## src/hw/pin_ctrl_pkg.sv

```systemverilog
// Package: constants for the clock generator control-pin logic
package pin_ctrl_pkg;
    // Reference source codes
    localparam logic REF_CRYSTAL = 1'b0;
    localparam logic REF_EXTERNAL = 1'b1;
    // Defaults of programmable bits, and the shutdown role code
    localparam logic REF_INVERT_RESET = 1'b0;
    localparam logic ROLE_SHUTDOWN = 1'b1;
    localparam logic ROLE_RESET = 1'b0;
    localparam logic POLARITY_RESET = 1'b0;
    localparam logic DISABLE_TRISTATE_RESET = 1'b1;
    localparam logic MANUAL_SWITCH_RESET = 1'b1;
    // Strap value that selects the serial interface
    localparam logic STRAP_SERIAL = 1'b0;
    localparam int NUM_PAIRS = 4;
    localparam logic [1:0] CONFIG_RESET = 2'h0;
    typedef enum logic [1:0] {OUT_RUN, OUT_DISABLED, OUT_SHUTDOWN} out_state_t;
endpackage

```

## src/hw/clock_gen_control_pin_logic.sv

```systemverilog
// Control-pin logic: reference select, shutdown/enable pin, shared select/serial pins
`timescale 1ns/100ps
module clock_gen_control_pin_logic
    import pin_ctrl_pkg::*;
#(
    parameter int PAIRS = NUM_PAIRS
) (
    input wire logic clock_in,
    input wire logic reset_n_in,
    // Pins
    input wire logic ref_source_select_pin_in,
    input wire logic shutdown_or_enable_pin_in,
    input wire logic config_select_bit1_in,
    input wire logic config_select_bit0_in,
    input wire logic serial_mode_strap_in,
    // Programmed configuration and its validity
    input wire logic override_valid_in,
    input wire logic ref_invert_in,
    input wire logic manual_switch_mode_in,
    input wire logic auto_ref_source_in,
    input wire logic pin_role_select_bit_in,
    input wire logic enable_polarity_bit_in,
    input wire logic [PAIRS-1:0] disable_tristate_in,
    input wire logic [PAIRS-1:0] disable_level_in,
    // Clock outputs and differential-mode bits from the output stage before gating
    input wire logic [PAIRS-1:0] pair_clock_in,
    input wire logic [PAIRS-1:0] pair_diff_mode_in,
    // Results
    output logic ref_source_out,
    output logic power_down_out,
    output logic [PAIRS-1:0] out_pos_out,
    output logic [PAIRS-1:0] out_neg_out,
    output logic [PAIRS-1:0] out_drive_en_out,
    output logic [1:0] config_select_out,
    output logic serial_mode_out,
    output logic sda_in_out,
    output logic scl_in_out
);
    logic strap_value;
    logic strap_done;
    logic ref_source;
    logic power_down;
    logic out_disabled;
    logic [PAIRS-1:0] out_pos;
    logic [PAIRS-1:0] out_neg;
    logic [PAIRS-1:0] out_en;
    logic [1:0] config_select;
    logic sda_value;
    logic scl_value;
    logic next_ref_source;
    logic next_power_down;
    logic next_out_disabled;
    logic [PAIRS-1:0] next_out_pos;
    logic [PAIRS-1:0] next_out_neg;
    logic [PAIRS-1:0] next_out_en;
    logic [1:0] next_config_select;
    logic next_sda_value;
    logic next_scl_value;
    logic eff_invert;
    logic eff_manual;
    logic eff_role;
    logic eff_polarity;
    logic [PAIRS-1:0] eff_tristate;
    logic [PAIRS-1:0] eff_level;
    logic enable_active;
    out_state_t out_state;

    strap_latch u_strap (
        .clock_in(clock_in),
        .reset_n_in(reset_n_in),
        .strap_in(serial_mode_strap_in),
        .strap_out(strap_value),
        .captured_out(strap_done)
    );

    // ----------------------------------------------------------------
    // Effective configuration
    // ----------------------------------------------------------------
    always_comb begin
        if (override_valid_in) begin
            eff_invert = ref_invert_in;
            eff_manual = manual_switch_mode_in;
            eff_role = pin_role_select_bit_in;
            eff_polarity = enable_polarity_bit_in;
            eff_tristate = disable_tristate_in;
            eff_level = disable_level_in;
        end else begin
            eff_invert = REF_INVERT_RESET;
            eff_manual = MANUAL_SWITCH_RESET;
            eff_role = ROLE_RESET;
            eff_polarity = POLARITY_RESET;
            eff_tristate = {PAIRS{DISABLE_TRISTATE_RESET}};
            eff_level = '0;
        end
    end

    // ----------------------------------------------------------------
    // Reference source and pin role decode
    // ----------------------------------------------------------------
    always_comb begin
        if (eff_manual) begin
            next_ref_source = ref_source_select_pin_in ^ eff_invert;
        end else begin
            next_ref_source = auto_ref_source_in;
        end
        // Active-high when polarity bit set, else active-low
        enable_active = eff_polarity ? shutdown_or_enable_pin_in
                                     : !shutdown_or_enable_pin_in;
        if (eff_role == ROLE_SHUTDOWN) begin
            // Shutdown role: pin high shuts down, polarity ignored
            next_power_down = shutdown_or_enable_pin_in;
            next_out_disabled = 1'b0;
        end else begin
            next_power_down = 1'b0;
            next_out_disabled = !enable_active;
        end
    end

    always_comb begin
        if (power_down) begin
            out_state = OUT_SHUTDOWN;
        end else if (out_disabled) begin
            out_state = OUT_DISABLED;
        end else begin
            out_state = OUT_RUN;
        end
    end

    // ----------------------------------------------------------------
    // Output gating per pair
    // ----------------------------------------------------------------
    genvar i;
    generate
        for (i = 0; i < PAIRS; i++) begin : g_pair
            always_comb begin
                case (out_state)
                    OUT_SHUTDOWN: begin
                        next_out_en[i] = 1'b1;
                        if (pair_diff_mode_in[i]) begin
                            next_out_pos[i] = 1'b1;
                            next_out_neg[i] = 1'b0;
                        end else begin
                            next_out_pos[i] = 1'b0;
                            next_out_neg[i] = 1'b0;
                        end
                    end
                    OUT_DISABLED: begin
                        next_out_en[i] = !eff_tristate[i];
                        next_out_pos[i] = eff_level[i];
                        next_out_neg[i] = pair_diff_mode_in[i] ? !eff_level[i] : eff_level[i];
                    end
                    OUT_RUN: begin
                        next_out_en[i] = 1'b1;
                        next_out_pos[i] = pair_clock_in[i];
                        next_out_neg[i] = pair_diff_mode_in[i] ? !pair_clock_in[i]
                                                               : pair_clock_in[i];
                    end
                    default: begin
                        next_out_en[i] = 1'b0;
                        next_out_pos[i] = 1'b0;
                        next_out_neg[i] = 1'b0;
                    end
                endcase
            end
        end
    endgenerate

    // ----------------------------------------------------------------
    // Shared select/serial pins
    // ----------------------------------------------------------------
    always_comb begin
        if (strap_done && strap_value != STRAP_SERIAL) begin
            // Host keeps the code static while in use
            next_config_select = {config_select_bit1_in, config_select_bit0_in};
            next_sda_value = 1'b1;
            next_scl_value = 1'b1;
        end else begin
            next_config_select = config_select;
            next_sda_value = config_select_bit1_in;
            next_scl_value = config_select_bit0_in;
        end
    end

    always_ff @(posedge clock_in or negedge reset_n_in) begin
        if (!reset_n_in) begin
            ref_source <= REF_CRYSTAL;
            power_down <= 1'b0;
            out_disabled <= 1'b0;
            out_pos <= '0;
            out_neg <= '0;
            out_en <= '0;
            config_select <= CONFIG_RESET;
            sda_value <= 1'b1;
            scl_value <= 1'b1;
        end else begin
            ref_source <= next_ref_source;
            power_down <= next_power_down;
            out_disabled <= next_out_disabled;
            out_pos <= next_out_pos;
            out_neg <= next_out_neg;
            out_en <= next_out_en;
            config_select <= next_config_select;
            sda_value <= next_sda_value;
            scl_value <= next_scl_value;
        end
    end

    assign ref_source_out = ref_source;
    assign power_down_out = power_down;
    assign out_pos_out = out_pos;
    assign out_neg_out = out_neg;
    assign out_drive_en_out = out_en;
    assign config_select_out = config_select;
    assign serial_mode_out = strap_done && (strap_value == STRAP_SERIAL);
    assign sda_in_out = sda_value;
    assign scl_in_out = scl_value;
endmodule

```

## src/hw/strap_latch.sv

```systemverilog
// Capture of the serial-mode strap after reset release
`timescale 1ns/100ps
module strap_latch
    import pin_ctrl_pkg::*;
(
    input wire logic clock_in,
    input wire logic reset_n_in,
    input wire logic strap_in,
    output logic strap_out,
    output logic captured_out
);
    logic captured;
    logic value;
    logic next_captured;
    logic next_value;

    always_comb begin
        next_captured = 1'b1;
        next_value = captured ? value : strap_in;
    end

    always_ff @(posedge clock_in or negedge reset_n_in) begin
        if (!reset_n_in) begin
            captured <= 1'b0;
            value <= STRAP_SERIAL;
        end else begin
            captured <= next_captured;
            value <= next_value;
        end
    end

    assign strap_out = value;
    assign captured_out = captured;
endmodule
```

## config.mk

```make
export PLATFORM = sky130hd
export DESIGN_NAME = clock_gen_control_pin_logic
export DESIGN_NICKNAME = d
export VERILOG_FILES = /design/src/hw/pin_ctrl_pkg.sv /design/src/hw/clock_gen_control_pin_logic.sv /design/src/hw/strap_latch.sv
export SDC_FILE = /design/constraint.sdc
export NUM_CORES = 1
export LEC_CHECK = 0
export BUFFER_PORTS_ARGS = -buffer_cell sky130_fd_sc_hd__buf_2
export CAP_MARGIN = 20
export CORE_UTILIZATION = 43
export DETAILED_ROUTE_END_ITERATION = 12
export PLACE_DENSITY = 0.88
export SLEW_MARGIN = 15
export SYNTH_ARGS = -nofsm -noshare
export SYNTH_HDL_FRONTEND = slang
export SYNTH_HIERARCHICAL = 1
export SYNTH_SLANG_ARGS = --single-unit
```

## constraint.sdc

```tcl
create_clock -name clock_in -period 1.5 [get_ports clock_in]
set_clock_uncertainty 0.2 [all_clocks]
set_input_delay 0.075 -clock clock_in [delete_from_list [all_inputs] [get_ports clock_in]]
set_output_delay 0.075 -clock clock_in [all_outputs]
set_load 0.02 [all_outputs]
```

Word-level counts from Yosys, hierarchy flattened
Cells that the tools add are included.

Bits in registers: 21. Bits in latches: 0. Bits in writable memories: 0. Memory bits (read-only): 0. Bits of input ports: 29. Output and inout port bits: 19. Memories kept: 0.

Add/subtract/negate cells: 0. Multipliers: 0. Div/mod/pow operators: 0. $lt $le $gt $ge: 0. Eq/ne operators: 2. Shifts and indexed selects: 0. Mux-type cells: 38. Bitwise operators: 2. Reduce and logical (&&, ||, !) cells: 18.

Operators with widths (number): 1-bit two-way mux (23); 1-bit one-hot mux with 2 select lines (8); 1-bit zero test (14); 1-bit one-hot mux with 3 select lines (4); 4-bit two-way mux (2); 2-bit by 1-bit equality test with 1-bit output (second input constant) (1); 2-bit equality test (second input constant) (1); 1-bit logical AND (2); 2-bit zero test (1); 2-bit two-way mux (1); 2-bit OR reduction (1); 1-bit NOT (1); 1-bit bitwise XOR (1).

Logic depth before layout (Yosys ltp)
Depth in word-level cells: 5. Gate-level depth with buffers: 4. Mapped depth without buffers: 3.

Modules after synthesis
The synthesis kept the hierarchy.

By module, submodules not included: clock_gen_control_pin_logic (times used 1, cells an instance 74, area an instance 815.8 um^2); strap_latch (times used 1, cells an instance 4, area an instance 68.8 um^2).

Least setup slack after synthesis
OpenSTA, ideal clock, no wires.

Path type: flip-flop to flip-flop. Start point: register power_down (netlist: power_down_out). End point: register out_pos[0] (netlist: out_pos_out[0]). Setup time: 129 ps. Arrival time: 901 ps. Data required time: 1171 ps. Slack: 270 ps. Cell stages (with the launch flop): 4. Clock period less this slack: 1230 ps. Path through: dfrtp_1 buf_2 nor3_1 a21oi_1.

Longest elaborated chain between the ends: 3. Elaborated cells between the ends (all ways): 5.

Ends and longest elaborated chain: start: declaration (line clock_gen_control_pin_logic.sv:42) `logic power_down;`; start signal: assignment (line clock_gen_control_pin_logic.sv:197) `power_down <= next_power_down;`; 2-bit two-way mux (*) (line clock_gen_control_pin_logic.sv:120) `if (power_down) begin`; 2-bit by 1-bit equality test with 1-bit output (tied with other cells) (line clock_gen_control_pin_logic.sv:136) `case (out_state)`; 1-bit one-hot mux with 3 select lines (*) (line clock_gen_control_pin_logic.sv:136); via next_out_pos[0] (line clock_gen_control_pin_logic.sv:53) `logic [PAIRS-1:0] next_out_pos;`; end signal: assignment (line clock_gen_control_pin_logic.sv:199) `out_pos <= next_out_pos;`; end: declaration (line clock_gen_control_pin_logic.sv:44) `logic [PAIRS-1:0] out_pos;`.

Mark *: on every way through the listed nets, which the timed path passes. The rest lies on a longest branch. A chain may end at the register's enable or synchronous reset.

Final worst setup path
Start point: input port override_valid_in. End point: register power_down (netlist: power_down_out).

Longest elaborated chain between the ends: 2.

Ends and longest elaborated chain: start: declaration (line clock_gen_control_pin_logic.sv:17) `input wire logic override_valid_in,`; 1-bit two-way mux (line clock_gen_control_pin_logic.sv:80) `if (override_valid_in) begin`; 1-bit two-way mux (line clock_gen_control_pin_logic.sv:109) `if (eff_role == ROLE_SHUTDOWN) begin`; via next_power_down (line clock_gen_control_pin_logic.sv:51) `logic next_power_down;`.

The timed path passes the listed nets, and every way through them passes these cells.

==> impl_metrics.tcl <==
set metrics [dict create \
    vdd_drop_max_mv 0.596 \
    place_congestion 0.710 \
    rows 16 \
    die_w_um 47.4 \
    fmax_mhz 677 \
    clk_path_buf_depth 2 \
    viasPerCell 4.68 \
    grt_pass1_vias 780 \
    critPathBufInv 3 \
    crit_required_ns 1.49 \
    synthesis.nets 107 \
    drt_pass1_iterations 4 \
    ys_seq_area_share_pct 59.7 \
    critPathMostFrequentCell "dlygate4sd3_1" \
    outcome "finished, final reports clean" \
    antenna_found_initial 0 \
    drive_gt1_share_pct 40.5 \
    start_util_pct 45.6 \
    hold_viol 0 \
    finalSetupViolations 0 \
    p_leak_nw 0.679 \
    die_h_um 47.4 \
    postLayoutCoreUtil_pct 70.9 \
    hp-class "input port to flop" \
    area_growth_pct 55.7 \
    clock-sinks 21 \
    wire_per_inst_um 11.5 \
    powerDensity_nw_per_um2 890 \
    hpwl_um 1290 \
    coreArea_um2 1940 \
    synthDistinctLibCells 20 \
    cp-end-kind "flop" \
    drc 0 \
    diodes 0 \
    vias 819 \
    numCtsBuffers 3 \
    ant_nets 0 \
    final_cell_mix "buf_2 (46), dlygate4sd3_1 (21), dfrtp_1 (18)" \
    nets 178 \
    postCtsSetupBuffers 0 \
    grt_pass1_wl_um 3070 \
    arrival_ns 1.47 \
    cp-startpoint "override_valid_in" \
    worstSetupPathType "input port to flop" \
    r2r_start "out_disabled" \
    ys_ff_latch 21 \
    insertion_delay_ns 0.30 \
    syn_area_per_cell_um2 11.3 \
    drtIter0Drc 5 \
    crit_chain "dlygate4sd3_1 -> buf_4 -> and3_1 -> dlygate4sd3_1" \
    min_from "ref_invert_in" \
    crit_path_max_fanout 10 \
    max_stage_delay_ns 0.55 \
    cts_htree_levels 1 \
    min_period_ns 1.48 \
    cts_tree "yes" \
    post-route-period-util_pct 98.4 \
    syn_area_um2 885 \
    ys_warn_count 6 \
    ios 48 \
    grt_overflow 0 \
    max_cap_violations 0 \
    die_area_um2 2240 \
    port_buffers 47 \
    startpoint_type "input port" \
    cp_slowest_cell "dlygate4sd3_1" \
    cp_top_family "buffers and inverters" \
    rsz0062_at_grt "no" \
    clkTransAtPathRegs_ns 0.11 \
    wirelength_um 2020 \
    final_common_cell "buf_2" \
    cts-root-buf "clkbuf_4" \
    setup_tns_ns 0 \
    gr-usage-all-layers_pct 20.6 \
    finalMaxSlewViolations 0 \
    grt_max_degree 22 \
    netlist_instances 78 \
]
[flip-flops by register name, indices dropped and copies added (netlist names)]
name                  count
ref_source_out            1
out_pos_out               4
out_neg_out               4
scl_in_out                1
sda_in_out                1
u_strap/strap_out         1
power_down_out            1
config_select_out         2
out_drive_en_out          4
u_strap/captured_out      1
out_disabled              1
[worst reg2reg max path: stages (launching register included)]
cell and delay, ns:
dfrtp_1 0.47, nor2b_1 0.23, o21ai_1 0.09, nor3b_2 0.15
[cell families (layout without fill, tap and decap cells)]
group           count (synthesis)  count (layout)  share of synthesized area, %
simple gates                   29              29                          21.5
flops                          21              21                          59.7
compound gates                 17              17                          10.2
buf+inv                         7              77                          3.96
mux                             3               3                          4.24
other cells                     1               1                         0.424
[cells in the mapped netlist]
| cell | number | area [um^2] |
|---|---|---|
| mux2_2 | 2 | 22.5 |
| inv_1 | 5 | 18.8 |
| nor2b_1 | 6 | 37.5 |
| buf_2 | 1 | 5.00 |
| nor3b_2 | 4 | 50.1 |
| a21oi_1 | 6 | 30.0 |
| nor2_1 | 1 | 3.75 |
| conb_1 | 1 | 3.75 |
| nor3_1 | 8 | 40.0 |
| a32o_1 | 1 | 10.0 |
| mux2_4 | 1 | 15.0 |
| nand3_1 | 1 | 5.00 |
| dfstp_2 | 2 | 52.6 |
| and3_1 | 5 | 31.3 |
| o21ai_1 | 4 | 20.0 |
| o21ai_0 | 6 | 30.0 |
| dfrtp_1 | 19 | 475 |
| nand2b_1 | 3 | 18.8 |
| buf_6 | 1 | 11.3 |
| nand2_1 | 1 | 3.75 |
[through the flow]
step                power [W]  cells  setup WS, ns  hold slack, ns  instance area [um^2]
CTS                   0.00124    176        0.0221          0.0259                  1390
finish                0.00123    175        0.0240          0.0234                  1380
detailed placement   0.000929    150         0.193          -0.148                  1140
global route          0.00130    175        0.0147          0.0640                  1380
global placement     0.000920    150         0.213          -0.154                  1140
floorplan            0.000815     78         0.270          -0.421                   885
[report_power, final]
group	switching, W	internal [W]	total (W)
Combinational	0.000163	0.000148	0.000311
Clock	0.000161	0.000104	0.000265
Sequential	0.0000259	0.000624	0.000650
[routing by layer]
| layer | vias up | track usage [%] | wire, um |
|---|---|---|---|
| met5 | - | 0 | 0 |
| met4 | 0 | 10.3 | 34 |
| met3 | 4 | 3.85 | 119 |
| met2 | 36 | 39.2 | 1090 |
| met1 | 372 | 21.2 | 780 |
| li1 | 407 | - | - |
[path summary, 6_finish.rpt]
check | endpoint | slack [ns] | cells after the start
max | power_down_out | 0.02 | 4
min | ref_source_out | 0.02 | 4
max reg2reg | out_neg_out[0] | 0.24 | 3
min reg2reg | config_select_out[0] | 0.32 | 1
max in group asynchronous | scl_in_out | 0.71 | 2
min in group asynchronous | config_select_out[1] | 0.05 | 2
[timing repair]
action	in CTS	in global routing
resized for setup	1	2
hold buffers	22	0
pin swaps	0	0
endpoints found under the hold margin	41	0
endpoints found under the setup margin	1	2
[layout make-up]
| cell class | count | area, um^2 |
|---|---|---|
| Fill cell | 145 | 564 |
| Sequential cell | 21 | 529 |
| Timing Repair Buffer | 68 | 448 |
| Multi-Input combinational cell | 50 | 322 |
| Tap cell | 27 | 33.8 |
| Clock buffer | 4 | 26.3 |
| Inverter | 5 | 18.8 |
No activity file was read; power rests on OpenSTA's default activity.
